==> src/rtl/chgctl_cfg.svh <==
// constants for the charger control and throttle block
`ifndef CHGCTL_CFG_SVH
`define CHGCTL_CFG_SVH
`define CC_ADDR_W          8
`define CC_OFF_OPT0        8'h12
`define CC_OFF_STAT        8'h20
`define CC_OFF_PHSTAT      8'h21
`define CC_OFF_OPT1        8'h30
`define CC_OFF_OPT2        8'h31
`define CC_OFF_OPT3        8'h32
`define CC_OFF_PHOPT0      8'h33
`define CC_OFF_PHOPT1      8'h34
`define CC_OFF_STRAP       8'h38
`define CC_BIT_SRCGOOD     11
`define CC_BIT_AUDIO       10
`define CC_BIT_HIZ         15
`define CC_BIT_REV_EN      12
`define CC_BIT_REV_OK      5
`define CC_BIT_DAC_RANGE   2
`define CC_BIT_SYSTEM_POWER_MONITOR_EN     12
`define CC_BIT_SYSTEM_POWER_MONITOR_GAIN   9
`define CC_BIT_EXTEND      14
`define CC_BIT_HOLD        11
`define CC_RST_OPT0        16'h0000
`define CC_RST_OPT1        16'h0000
`define CC_RST_OPT2        16'h0000
`define CC_RST_OPT3        16'h0000
`define CC_RST_PHOPT0      16'h0000
`define CC_RST_PHOPT1      16'h0000
`define CC_RST_PHSTAT      16'h0000
`define CC_CLK_MHZ         100
`define CC_REV_DELAY_MS    10
`define CC_REV_DELAY_CYC   (`CC_REV_DELAY_MS * 1000 * `CC_CLK_MHZ)
`define CC_AUDIO_KHZ       25
`define CC_AUDIO_CYC       ((`CC_CLK_MHZ * 1000) / `CC_AUDIO_KHZ)
`define CC_VFLOOR_OFS_MV   16'd1280
`define CC_DAC_OFS_MV      16'd1280
`define CC_DEAD_CYC        4
`endif

==> src/rtl/chgctl_pkg.sv <==
// types for the charger control and throttle block
package chgctl_pkg;
  typedef enum logic [2:0] {CC_IDLE, CC_DECODE, CC_SAMPLE, CC_RUN, CC_REV_WAIT, CC_REV_RUN,
    CC_HIZ} chgctl_state_t;
  typedef enum logic [1:0] {CC_BUCK, CC_BOOST, CC_BUCKBOOST} chgctl_mode_t;
  typedef enum logic [1:0] {CC_PP_IDLE, CC_PP_OVLD, CC_PP_DC} chgctl_pp_t;
endpackage

==> src/rtl/chgctl_top.sv <==
// charger digital control and cpu throttle logic
// What this block does
// [RULE1] sample bus unloaded, floor is sample minus 1.28V
// [RULE2] decode cell count from pin ratio
// [RULE3] high impedance on low pin or bit
// [RULE4] reverse output only when all conditions hold
// [RULE5] battery overvoltage in reverse stops switching
// [RULE6] dac range bit selects offset
// [RULE7] start after 10 ms, source good if enabled
// [RULE8] switch pattern per converter mode
// [RULE9] classify inductor from monitor pin resistor
// [RULE10] dead time between leg switches
// [RULE11] pfm at light load, 25 kHz floor
// [RULE12] power monitor gain and sense selection
// [RULE13] power monitor off until host enables
// [RULE14] two level limit enable and overload level
// [RULE15] overload time then dc limit
// [RULE16] new peak cycle if load still high
// [RULE17] charging suspended during peak period
// [RULE18] equal times keep overload limit on
// [RULE19] throttle watches nine event sources
// [RULE20] per event enables, boost exit always
// [RULE21] minimum width pulse stretched while active
// [RULE22] extension holds low until host clears
// [RULE23] floor or boost exit latch low
// [RULE24] status bits clear after read when inactive
// [RULE25] decode and sample before first switching
// [RULE26] throttle rests high otherwise
//
// Strobed register access and the address map were left to the implementer.
`timescale 1ns/1ps
`default_nettype none
`include "chgctl_cfg.svh"
module chgctl_top #(
  parameter int unsigned REV_DELAY_CYC = `CC_REV_DELAY_CYC,
  parameter int unsigned PULSE_UNIT    = 100000
) (
  // clock and reset
  input  wire logic        ref_clk,
  input  wire logic        rst,
  // register port
  input  wire logic [7:0]  reg_addr,
  input  wire logic [15:0] reg_wdata,
  input  wire logic        reg_wr,
  input  wire logic        reg_rd,
  output logic      [15:0] reg_rdata,
  // analog measurements, already digital
  input  wire logic        analog_supply_up,
  input  wire logic [7:0]  cell_ratio_pct,
  input  wire logic [7:0]  inductor_kohm,
  input  wire logic [15:0] bus_mv,
  input  wire logic        limit_highz_low,
  input  wire logic        reverse_enable_pin,
  input  wire logic        bus_below_uvlo,
  input  wire logic        battery_overvoltage,
  input  wire logic        light_load,
  input  wire logic        load_transient,
  input  wire logic        load_high,
  input  wire logic        pwm_tick,
  input  wire logic [1:0]  buck_boost_sel,
  input  wire logic [8:0]  event_raw,
  // converter outputs
  output logic             gate_hi_a,
  output logic             gate_lo_a,
  output logic             gate_hi_b,
  output logic             gate_lo_b,
  output logic             converter_on,
  output logic             highz_active,
  output logic             source_good_pin,
  output logic             charge_enable,
  output logic             overload_limit_active,
  output logic [4:0]       overload_pct,
  output logic             power_monitor_en,
  output logic             power_monitor_gain,
  output logic [1:0]       power_monitor_rsel,
  output logic [15:0]      input_voltage_floor,
  output logic [15:0]      reverse_dac_offset,
  output logic [2:0]       cell_count,
  output logic [1:0]       inductor_class,
  output logic             pfm_active,
  output logic             cpu_throttle_output_n
);
  logic [15:0] opt0_r, opt1_r, opt2_r, opt3_r, phopt0_r, phopt1_r;
  logic [8:0]  stat_r, stat_nxt, read_seen_r;
  logic        hold_r;
  logic [15:0] rdata_r, floor_r, vsamp_r;
  logic [2:0]  cell_r;
  logic [1:0]  ind_r;
  logic [1:0]  strap_sync_r, strap_meta_r;
  logic [8:0]  ev_meta_r, ev_r;
  logic [31:0] rev_cnt_r, pp_cnt_r, pulse_cnt_r;
  logic [15:0] aud_cnt_r;
  logic [2:0]  dead_cnt_r;
  logic        leg_phase_r, pfm_pulse_r;
  chgctl_pkg::chgctl_state_t st_r, st_nxt;
  chgctl_pkg::chgctl_pp_t    pp_r;
  chgctl_pkg::chgctl_mode_t  mode_w;

  // two flop sync of pin level inputs
  always_ff @(posedge ref_clk or posedge rst)
    if (rst)
    begin
      strap_meta_r <= 2'h0;
      strap_sync_r <= 2'h0;
      ev_meta_r    <= 9'h000;
      ev_r         <= 9'h000;
    end
    else
    begin
      strap_meta_r <= {limit_highz_low, reverse_enable_pin};
      strap_sync_r <= strap_meta_r;
      ev_meta_r    <= event_raw;
      ev_r         <= ev_meta_r;
    end

  wire pin_hiz = strap_sync_r[1];
  wire pin_rev = strap_sync_r[0];

  // register writes
  wire wr_opt0 = reg_wr && reg_addr == `CC_OFF_OPT0;
  wire wr_opt1 = reg_wr && reg_addr == `CC_OFF_OPT1;
  wire wr_opt2 = reg_wr && reg_addr == `CC_OFF_OPT2;
  wire wr_opt3 = reg_wr && reg_addr == `CC_OFF_OPT3;
  wire wr_ph0  = reg_wr && reg_addr == `CC_OFF_PHOPT0;
  wire wr_ph1  = reg_wr && reg_addr == `CC_OFF_PHOPT1;
  wire wr_phs  = reg_wr && reg_addr == `CC_OFF_PHSTAT;
  wire rd_phs  = reg_rd && reg_addr == `CC_OFF_PHSTAT;

  always_ff @(posedge ref_clk or posedge rst)
    if (rst)
    begin
      opt0_r   <= `CC_RST_OPT0;
      opt1_r   <= `CC_RST_OPT1; // RULE13
      opt2_r   <= `CC_RST_OPT2;
      opt3_r   <= `CC_RST_OPT3;
      phopt0_r <= `CC_RST_PHOPT0;
      phopt1_r <= `CC_RST_PHOPT1;
    end
    else
    begin
      if (wr_opt0) opt0_r <= reg_wdata;
      if (wr_opt1) opt1_r <= reg_wdata;
      if (wr_opt2) opt2_r <= reg_wdata;
      if (wr_opt3) opt3_r <= reg_wdata;
      if (wr_ph0) phopt0_r <= reg_wdata;
      if (wr_ph1) phopt1_r <= reg_wdata;
    end

  // extension control bits live beside status; the hold bit is set by hardware
  logic [1:0] phctl_r;
  logic       ext_r;
  always_ff @(posedge ref_clk or posedge rst)
    if (rst)
    begin
      phctl_r <= 2'h0;
      ext_r   <= 1'b0;
    end
    else if (wr_phs)
    begin
      phctl_r <= reg_wdata[13:12];
      ext_r   <= reg_wdata[`CC_BIT_EXTEND];
    end

  // read mux
  always_comb
  begin
    case (reg_addr)
      `CC_OFF_OPT0:   rdata_r = opt0_r;
      `CC_OFF_OPT1:   rdata_r = opt1_r;
      `CC_OFF_OPT2:   rdata_r = opt2_r;
      `CC_OFF_OPT3:   rdata_r = opt3_r;
      `CC_OFF_PHOPT0: rdata_r = phopt0_r;
      `CC_OFF_PHOPT1: rdata_r = phopt1_r;
      `CC_OFF_PHSTAT: rdata_r = {1'b0, ext_r, phctl_r, hold_r, 2'b00, stat_r};
      `CC_OFF_STAT:   rdata_r = {9'h000, st_r, 1'b0, pp_r, cpu_throttle_output_n};
      `CC_OFF_STRAP:  rdata_r = {floor_r[15:5], cell_r, ind_r};
      default:        rdata_r = 16'h0000;
    endcase
  end

  always_ff @(posedge ref_clk or posedge rst)
    if (rst)
      reg_rdata <= 16'h0000;
    else
      reg_rdata <= reg_rd ? rdata_r : 16'h0000;

  // strap decode; pin ratio thresholds sit midway between nominal points
  wire [2:0] cell_dec = (cell_ratio_pct >= 8'd65) ? 3'd4 :
                        (cell_ratio_pct >= 8'd48) ? 3'd3 :
                        (cell_ratio_pct >= 8'd33) ? 3'd2 : 3'd1; // RULE2
  wire [1:0] ind_dec  = (inductor_kohm >= 8'd153) ? 2'd2 :
                        (inductor_kohm >= 8'd115) ? 2'd1 : 2'd0; // RULE9

  wire hiz_w   = pin_hiz || opt3_r[`CC_BIT_HIZ]; // RULE3
  wire rev_ok  = pin_rev && opt3_r[`CC_BIT_REV_EN] && opt3_r[`CC_BIT_REV_OK] &&
                 bus_below_uvlo && (opt3_r[15:0] != 16'h0000) && cell_r != 3'd0; // RULE4

  always_comb
  begin
    st_nxt = st_r;
    case (st_r)
      chgctl_pkg::CC_IDLE:     if (analog_supply_up) st_nxt = chgctl_pkg::CC_DECODE;
      chgctl_pkg::CC_DECODE:   st_nxt = chgctl_pkg::CC_SAMPLE; // RULE25
      chgctl_pkg::CC_SAMPLE:   st_nxt = hiz_w ? chgctl_pkg::CC_HIZ :
                                        rev_ok ? chgctl_pkg::CC_REV_WAIT : chgctl_pkg::CC_RUN;
      chgctl_pkg::CC_RUN:      if (hiz_w) st_nxt = chgctl_pkg::CC_HIZ;
                               else if (rev_ok) st_nxt = chgctl_pkg::CC_REV_WAIT;
      chgctl_pkg::CC_REV_WAIT: if (hiz_w) st_nxt = chgctl_pkg::CC_HIZ; // RULE3
                               else if (!rev_ok) st_nxt = chgctl_pkg::CC_RUN;
                               else if (rev_cnt_r >= REV_DELAY_CYC - 1)
                                 st_nxt = chgctl_pkg::CC_REV_RUN; // RULE7
      chgctl_pkg::CC_REV_RUN:  if (hiz_w) st_nxt = chgctl_pkg::CC_HIZ; // RULE3
                               else if (!rev_ok) st_nxt = chgctl_pkg::CC_RUN;
      chgctl_pkg::CC_HIZ:      if (!hiz_w) st_nxt = chgctl_pkg::CC_SAMPLE;
      default:                 st_nxt = chgctl_pkg::CC_IDLE;
    endcase
  end

  always_ff @(posedge ref_clk or posedge rst)
    if (rst)
    begin
      st_r      <= chgctl_pkg::CC_IDLE;
      rev_cnt_r <= 32'h0;
      cell_r    <= 3'd0;
      ind_r     <= 2'd0;
      vsamp_r   <= 16'h0000;
    end
    else
    begin
      st_r      <= st_nxt;
      rev_cnt_r <= (st_r == chgctl_pkg::CC_REV_WAIT && rev_ok) ? rev_cnt_r + 32'd1 : 32'h0;
      if (st_r == chgctl_pkg::CC_DECODE)
      begin
        cell_r <= cell_dec;
        ind_r  <= ind_dec;
      end
      if (st_r == chgctl_pkg::CC_SAMPLE) vsamp_r <= bus_mv; // RULE1
    end

  assign floor_r = (vsamp_r > `CC_VFLOOR_OFS_MV) ? vsamp_r - `CC_VFLOOR_OFS_MV : 16'h0000; // RULE1
  assign input_voltage_floor = floor_r;
  assign reverse_dac_offset  = opt3_r[`CC_BIT_DAC_RANGE] ? 16'h0000 : `CC_DAC_OFS_MV; // RULE6
  assign cell_count          = cell_r;
  assign inductor_class      = ind_r;
  assign highz_active        = st_r == chgctl_pkg::CC_HIZ;
  wire run_w = (st_r == chgctl_pkg::CC_RUN) ||
               (st_r == chgctl_pkg::CC_REV_RUN && !battery_overvoltage); // RULE5
  assign converter_on        = run_w;
  assign source_good_pin     = st_r == chgctl_pkg::CC_REV_RUN && opt0_r[`CC_BIT_SRCGOOD]; // RULE7
  assign power_monitor_en    = opt1_r[`CC_BIT_SYSTEM_POWER_MONITOR_EN]; // RULE13
  assign power_monitor_gain  = opt1_r[`CC_BIT_SYSTEM_POWER_MONITOR_GAIN]; // RULE12
  assign power_monitor_rsel  = opt1_r[11:10]; // RULE12
  assign overload_pct        = phopt0_r[15:11]; // RULE14

  // pfm with audio floor: force a pulse if the period reaches 40 us
  wire aud_due = opt0_r[`CC_BIT_AUDIO] && aud_cnt_r >= 16'(`CC_AUDIO_CYC - 1);
  wire tick_w  = light_load ? (pwm_tick || aud_due) : pwm_tick; // RULE11
  assign pfm_active = light_load && run_w; // RULE11
  always_ff @(posedge ref_clk or posedge rst)
    if (rst)
      aud_cnt_r <= 16'h0000;
    else
      aud_cnt_r <= tick_w ? 16'h0000 : aud_cnt_r + 16'd1;

  // leg switching with dead time
  assign mode_w = chgctl_pkg::chgctl_mode_t'(buck_boost_sel);
  always_ff @(posedge ref_clk or posedge rst)
    if (rst)
    begin
      leg_phase_r <= 1'b0;
      dead_cnt_r  <= 3'd0;
    end
    else if (tick_w && run_w)
    begin
      leg_phase_r <= ~leg_phase_r;
      dead_cnt_r  <= 3'(`CC_DEAD_CYC); // RULE10
    end
    else if (dead_cnt_r != 3'd0)
      dead_cnt_r <= dead_cnt_r - 3'd1;

  wire dead = dead_cnt_r != 3'd0 || !run_w; // RULE10
  always_comb
  begin
    gate_hi_a = 1'b0;
    gate_lo_a = 1'b0;
    gate_hi_b = 1'b0;
    gate_lo_b = 1'b0;
    if (!dead)
      case (mode_w) // RULE8
        chgctl_pkg::CC_BUCK:
        begin
          gate_hi_a = leg_phase_r;
          gate_lo_a = !leg_phase_r;
          gate_hi_b = 1'b1;
        end
        chgctl_pkg::CC_BOOST:
        begin
          gate_hi_a = 1'b1;
          gate_hi_b = !leg_phase_r;
          gate_lo_b = leg_phase_r;
        end
        default:
        begin
          gate_hi_a = leg_phase_r;
          gate_lo_a = !leg_phase_r;
          gate_hi_b = !leg_phase_r;
          gate_lo_b = leg_phase_r;
        end
      endcase
  end

  // peak power timing, overload time in PULSE_UNIT cycles, max period in units of 4 x PULSE_UNIT
  wire [31:0] t_ovld = (32'(opt2_r[15:14]) + 32'd1) * PULSE_UNIT; // RULE15
  wire [31:0] t_max  = (32'(opt2_r[9:8]) + 32'd1) * PULSE_UNIT * 32'd4;
  wire pp_en = opt2_r[13:12] != 2'b00; // RULE14
  always_ff @(posedge ref_clk or posedge rst)
    if (rst)
    begin
      pp_r     <= chgctl_pkg::CC_PP_IDLE;
      pp_cnt_r <= 32'h0;
    end
    else if (!pp_en)
      pp_r <= chgctl_pkg::CC_PP_IDLE;
    else
      case (pp_r)
        chgctl_pkg::CC_PP_IDLE: if (load_transient)
        begin
          pp_r     <= chgctl_pkg::CC_PP_OVLD; // RULE15
          pp_cnt_r <= 32'h0;
        end
        default:
        begin
          pp_cnt_r <= pp_cnt_r + 32'd1;
          if (pp_cnt_r + 32'd1 >= t_ovld && t_ovld < t_max)
            pp_r <= chgctl_pkg::CC_PP_DC; // RULE18
          if (pp_cnt_r + 32'd1 >= t_max)
          begin
            pp_cnt_r <= 32'h0;
            pp_r     <= load_high ? chgctl_pkg::CC_PP_OVLD : chgctl_pkg::CC_PP_IDLE; // RULE16
          end
        end
      endcase
  assign overload_limit_active = pp_r == chgctl_pkg::CC_PP_OVLD ||
                                 (pp_en && opt2_r[15:14] == opt2_r[9:8]); // RULE18
  assign charge_enable = pp_r == chgctl_pkg::CC_PP_IDLE && run_w; // RULE17

  // throttle: bit 8 is boost exit, always enabled
  wire [8:0] ev_act  = ev_r & {1'b1, phopt1_r[7:0]}; // RULE19 RULE20
  wire       any_ev  = |ev_act;
  wire       latch_ev = ev_act[8] || ev_act[7]; // RULE23
  wire [31:0] min_w  = (32'(phctl_r) + 32'd1) * PULSE_UNIT;
  assign stat_nxt = ev_act | (stat_r & ~(read_seen_r & ~ev_act)); // RULE24

  always_ff @(posedge ref_clk or posedge rst)
    if (rst)
    begin
      stat_r      <= 9'(`CC_RST_PHSTAT);
      read_seen_r <= 9'h000;
      hold_r      <= 1'b0;
      pulse_cnt_r <= 32'h0;
    end
    else
    begin
      stat_r      <= stat_nxt;
      read_seen_r <= rd_phs ? stat_r : (read_seen_r & stat_r & ~ev_act);
      if (any_ev)
        pulse_cnt_r <= min_w; // RULE21
      else if (pulse_cnt_r != 32'h0)
        pulse_cnt_r <= pulse_cnt_r - 32'd1;
      if (latch_ev || (any_ev && ext_r))
        hold_r <= 1'b1; // RULE22 RULE23
      else if (wr_phs && !reg_wdata[`CC_BIT_HOLD])
        hold_r <= 1'b0; // RULE22
    end

  assign cpu_throttle_output_n = !(any_ev || pulse_cnt_r != 32'h0 || hold_r); // RULE26

  legs_apart_a: assert property (@(posedge ref_clk) disable iff (rst)
    !(gate_hi_a && gate_lo_a) && !(gate_hi_b && gate_lo_b)) // RULE10
    else $error("leg shoot through");
  floor_held_a: assert property (@(posedge ref_clk) disable iff (rst)
    hold_r && !(wr_phs && !reg_wdata[`CC_BIT_HOLD]) |=> !cpu_throttle_output_n) // RULE22
    else $error("held throttle released");
  throttle_event_a: assert property (@(posedge ref_clk) disable iff (rst)
    any_ev |=> !cpu_throttle_output_n [*2]) // RULE21
    else $error("throttle pulse missing");
  system_power_monitor_enable_a: assert property (@(posedge ref_clk) disable iff (rst)
    $rose(power_monitor_en) |-> $past(wr_opt1)) // RULE13
    else $error("power monitor enabled without write");
  hiz_entry_a: assert property (@(posedge ref_clk) disable iff (rst)
    hiz_w && st_r == chgctl_pkg::CC_RUN |=> highz_active) // RULE3
    else $error("high impedance not entered");
  rev_gate_a: assert property (@(posedge ref_clk) disable iff (rst)
    st_r == chgctl_pkg::CC_REV_RUN |-> $past(rev_ok)) // RULE4
    else $error("reverse without conditions");
  batov_stop_a: assert property (@(posedge ref_clk) disable iff (rst)
    st_r == chgctl_pkg::CC_REV_RUN && battery_overvoltage |-> !gate_hi_a && !gate_lo_a) // RULE5
    else $error("switching during battery overvoltage");
  charge_suspend_a: assert property (@(posedge ref_clk) disable iff (rst)
    pp_r != chgctl_pkg::CC_PP_IDLE |-> !charge_enable) // RULE17
    else $error("charging during peak period");
  status_set_a: assert property (@(posedge ref_clk) disable iff (rst)
    ev_act[0] |=> stat_r[0]) // RULE24
    else $error("status bit not set");
  dac_offset_a: assert property (@(posedge ref_clk) disable iff (rst)
    !opt3_r[`CC_BIT_DAC_RANGE] |-> reverse_dac_offset == `CC_DAC_OFS_MV) // RULE6
    else $error("dac offset wrong");
endmodule // chgctl_top
`default_nettype wire

==> config.mk <==
export PLATFORM = sky130hd
export DESIGN_NAME = chgctl_top
export DESIGN_NICKNAME = d
export VERILOG_FILES = /design/src/rtl/chgctl_pkg.sv /design/src/rtl/chgctl_top.sv
export VERILOG_INCLUDE_DIRS = /design/src /design/src/rtl
export SDC_FILE = /design/constraint.sdc
export NUM_CORES = 1
export LEC_CHECK = 0
export ABC_CLOCK_PERIOD_IN_PS = 16700
export BUFFER_PORTS_ARGS = -buffer_cell sky130_fd_sc_hd__buf_4
export CAP_MARGIN = 20
export CORE_MARGIN = 3
export CORE_UTILIZATION = 51
export DETAILED_ROUTE_END_ITERATION = 8
export GPL_ROUTABILITY_DRIVEN = 0
export GPL_TIMING_DRIVEN = 0
export HOLD_SLACK_MARGIN = 0.12
export PLACE_DENSITY = 0.7
export SLEW_MARGIN = 15
export SYNTH_ARGS = -nofsm -noshare
export SYNTH_HDL_FRONTEND = slang
export SYNTH_SLANG_ARGS = --single-unit
==> constraint.sdc <==
create_clock -name ref_clk -period 16.7 [get_ports ref_clk]
set_clock_uncertainty 0.1 [all_clocks]
set_input_delay 3.34 -clock ref_clk [delete_from_list [all_inputs] [get_ports ref_clk]]
set_output_delay 3.34 -clock ref_clk [all_outputs]
set_load 0.01 [all_outputs]
==> impl_metrics.env <==
export IMPL_insertion_delay_ns=0.54
export IMPL_synthTopCellsByArea="dfrtp_1, mux2_2, ha_1"
export IMPL_start_util_pct=52.6
export IMPL_htreeDepth=2
export IMPL_wl_per_cell_um=18.6
export IMPL_place_hpwl_um=29200
export IMPL_yosys_warnings=0
export IMPL_cts_tree="yes"
export IMPL_finalSetupViolCount=0
export IMPL_avgSynthCellArea_sq_um=10.1
export IMPL_synth_most_common_cell="dfrtp_1"
export IMPL_synth_cell_types=73
export IMPL_ant_nets=0
export IMPL_routed_wl_um=40600
export IMPL_cts_hold_buffers=0
export IMPL_hold_path_class="reg -> reg"
export IMPL_die_area_sq_um=33300
export IMPL_crit_fanout=6
export IMPL_ff2ff_setup_slack_ns=12.21
export IMPL_num_vias=12600
export IMPL_synth_simple_area_share_pct=16.9
export IMPL_num_rows=63
export IMPL_status="completed"
export IMPL_muxShareOfSynthArea_pct=10.0
export IMPL_multi_input_area_sq_um=7820
export IMPL_fin_setup_tns_ns=0
export IMPL_power_density_nw_per_um2=111
export IMPL_grt_pass1_wl_um=65000
export IMPL_synth_edf_count=0
export IMPL_antenna_found_initial=1
export IMPL_first_global_vias=12500
export IMPL_drtIter0Drc=813
export IMPL_syn_area_sq_um=15900
export IMPL_rsz0062_at_grt="false"
export IMPL_syn_instance_count=1571
export IMPL_port_buffers=136
export IMPL_syn2layout_area_growth_pct=17.9
export IMPL_startpoint_type="input pin"
export IMPL_worst_hold_slack_ns=0.245
export IMPL_grt_usage_pct=24.2
export IMPL_synth_compound_area_share_pct=11.0
export IMPL_overflow=0
export IMPL_ys_ff_latch=298
export IMPL_clk_pin_slew_ns=0.05
export IMPL_post_cts_buffers=0
export IMPL_synthArstFlopShare_pct=100
export IMPL_drive_above_1_share_pct=20.5
export IMPL_dr_pass1_iters=5
export IMPL_criticalPathCategory="in -> out"
export IMPL_crit_path_end_kind="output port"
export IMPL_max_cap_viol_count=0
export IMPL_grt_max_degree=112
export IMPL_synth_seq_area_share_pct=47.0
export IMPL_vdd_drop_max_mv=0.103
export IMPL_hold_violations=0
export IMPL_nFillCells=2471
export IMPL_post_cts_resized=0
export IMPL_report_final_slew_viol_count=0
export IMPL_synthAdderAreaFrac_pct=5.75
export IMPL_synth_top_area_share_pct=47.0
export IMPL_seq_area_sq_um=7460
export IMPL_cts_made_buffers=35
export IMPL_fin_crit_sh_pct=47.7
export IMPL_synth_xor_area_share_pct=5.13
export IMPL_synth_common_cells="dfrtp_1, nor2_1, nand2_1"
export IMPL_p_leak_nw=8.76
export IMPL_num_nets_final=1916
export IMPL_drc_errors=0
export IMPL_arrival_ns=4.52
export IMPL_fin_util_pct=62.0
export IMPL_cp_data_required_time_ns=13.26
export IMPL_clockBufferDepth=3
export IMPL_die_h_um=182
export IMPL_worstMarginPinSlew_ns=0.964
export IMPL_synth_top_family_by_area="simple AND/OR/NAND/NOR gates"
export IMPL_fin_crit_ns=7.96
export IMPL_place_ws_ns=8.70
export IMPL_pin_count=153
export IMPL_setup_ws_ns=8.74
export IMPL_cts_sinks=298
export IMPL_synth_top_area_cell="dfrtp_1"
export IMPL_dieWidth_um=182
export IMPL_root_buffer="clkbuf_16"
export IMPL_core_sq_um=30200
export IMPL_fmax_mhz=126
export IMPL_ys_flop_type="dfrtp_1"
export IMPL_via_per_inst=5.77
export IMPL_slew_headroom_pct=35.7
-- cells by family (layout without fill, tap and decap cells) --
family / count (synthesis) / after routing
compound gates: 274 / 274
buf+inv: 145 / 350
flops: 298 / 298
mux: 145 / 145
xor+xnor: 93 / 93
simple gates: 542 / 542
fa+ha+maj: 73 / 73
other cells: 1 / 16
-- layer usage --
metal / routed length, um / part of all wire (%) / global-route usage (%) / vias up
met5: 0 / 0 / 0 / -
met4: 1390 / 3.4 / 8.14 / 0
met3: 2690 / 6.6 / 5.40 / 83
met2: 19200 / 47 / 39.6 / 401
met1: 17300 / 43 / 31.9 / 6202
li1: - / - / - / 5892
-- flip-flops by register name (all words and copies together), names as in the netlist, 9 cells and up --
name	cells
phopt0_r	16
phopt1_r	16
opt3_r	16
reg_rdata	16
read_seen_r	9
opt0_r	16
vsamp_r	16
opt1_r	16
ev_r	9
ev_meta_r	9
pulse_cnt_r	32
rev_cnt_r	32
opt2_r	16
aud_cnt_r	16
stat_r	9
pp_cnt_r	32
-- cells in the final DEF (no fill, tap or decap), drive strengths merged, types with 26 or more instances in the layout --
cell type | synthesis | layout
nor3 | 34 | 34
mux2 | 113 | 113
mux2i | 32 | 32
a21oi | 77 | 77
dfrtp | 298 | 298
clkbuf | 50 | 100
o21ai | 83 | 83
nor4 | 26 | 26
nand3 | 44 | 44
nor2 | 152 | 152
ha | 73 | 73
inv | 60 | 63
xor2 | 46 | 46
buf | 35 | 177
xnor2 | 47 | 47
nor2b | 27 | 27
nand2 | 136 | 136
-- stage by stage --
stage	power, mW	cell area (sq um)	instances
2_1_floorplan	1.15	15900	1584
3_3_place_gp	1.31	17400	2110
3_5_place_dp	1.33	17600	2116
4_1_cts	2.10	18700	2179
5_1_grt	2.19	18700	2179
6_report	2.09	18700	2181
-- path summary, 6_finish.rpt --
kind	start	endpoint	cells after the start
worst max-delay path	battery_overvoltage	gate_hi_a	6
worst min-delay path	ev_meta_r[6]	ev_r[6]	0
worst max register to register	opt2_r[8]	pp_cnt_r[17]	16
worst min register to register	ev_meta_r[6]	ev_r[6]	0
max in group asynchronous	rst	opt1_r[3]	4
min in group asynchronous	rst	rev_cnt_r[7]	2
-- critical path, stage by stage --
cell and delay, ns:
buf_4 0.11, nor2_1 0.09, o21a_1 0.38, nand3b_1 0.20, o21ba_2 0.27, buf_4 0.11
-- layout make-up --
class | count | share of cell area (%)
multi-input cells | 1141 | 41.8
repair buffers | 142 | 6.00
clock inverters | 13 | 0.822
flip-flops and latches | 298 | 39.8
diodes | 2 | 0.0267
clock buffers | 50 | 5.35
plain buffers | 85 | 2.33
well taps | 390 | 2.61
inverters | 60 | 1.24
-- power breakdown --
part | switching, mW | leakage, nW | internal [mW]
Clock | 0.311 | 0.567 | 0.454
Combinational | 0.250 | 4.24 | 0.208
Sequential | 0.0676 | 3.95 | 0.796
Total | 0.629 | 8.76 | 1.46
Note: power is estimated with default switching activity, not from simulation.
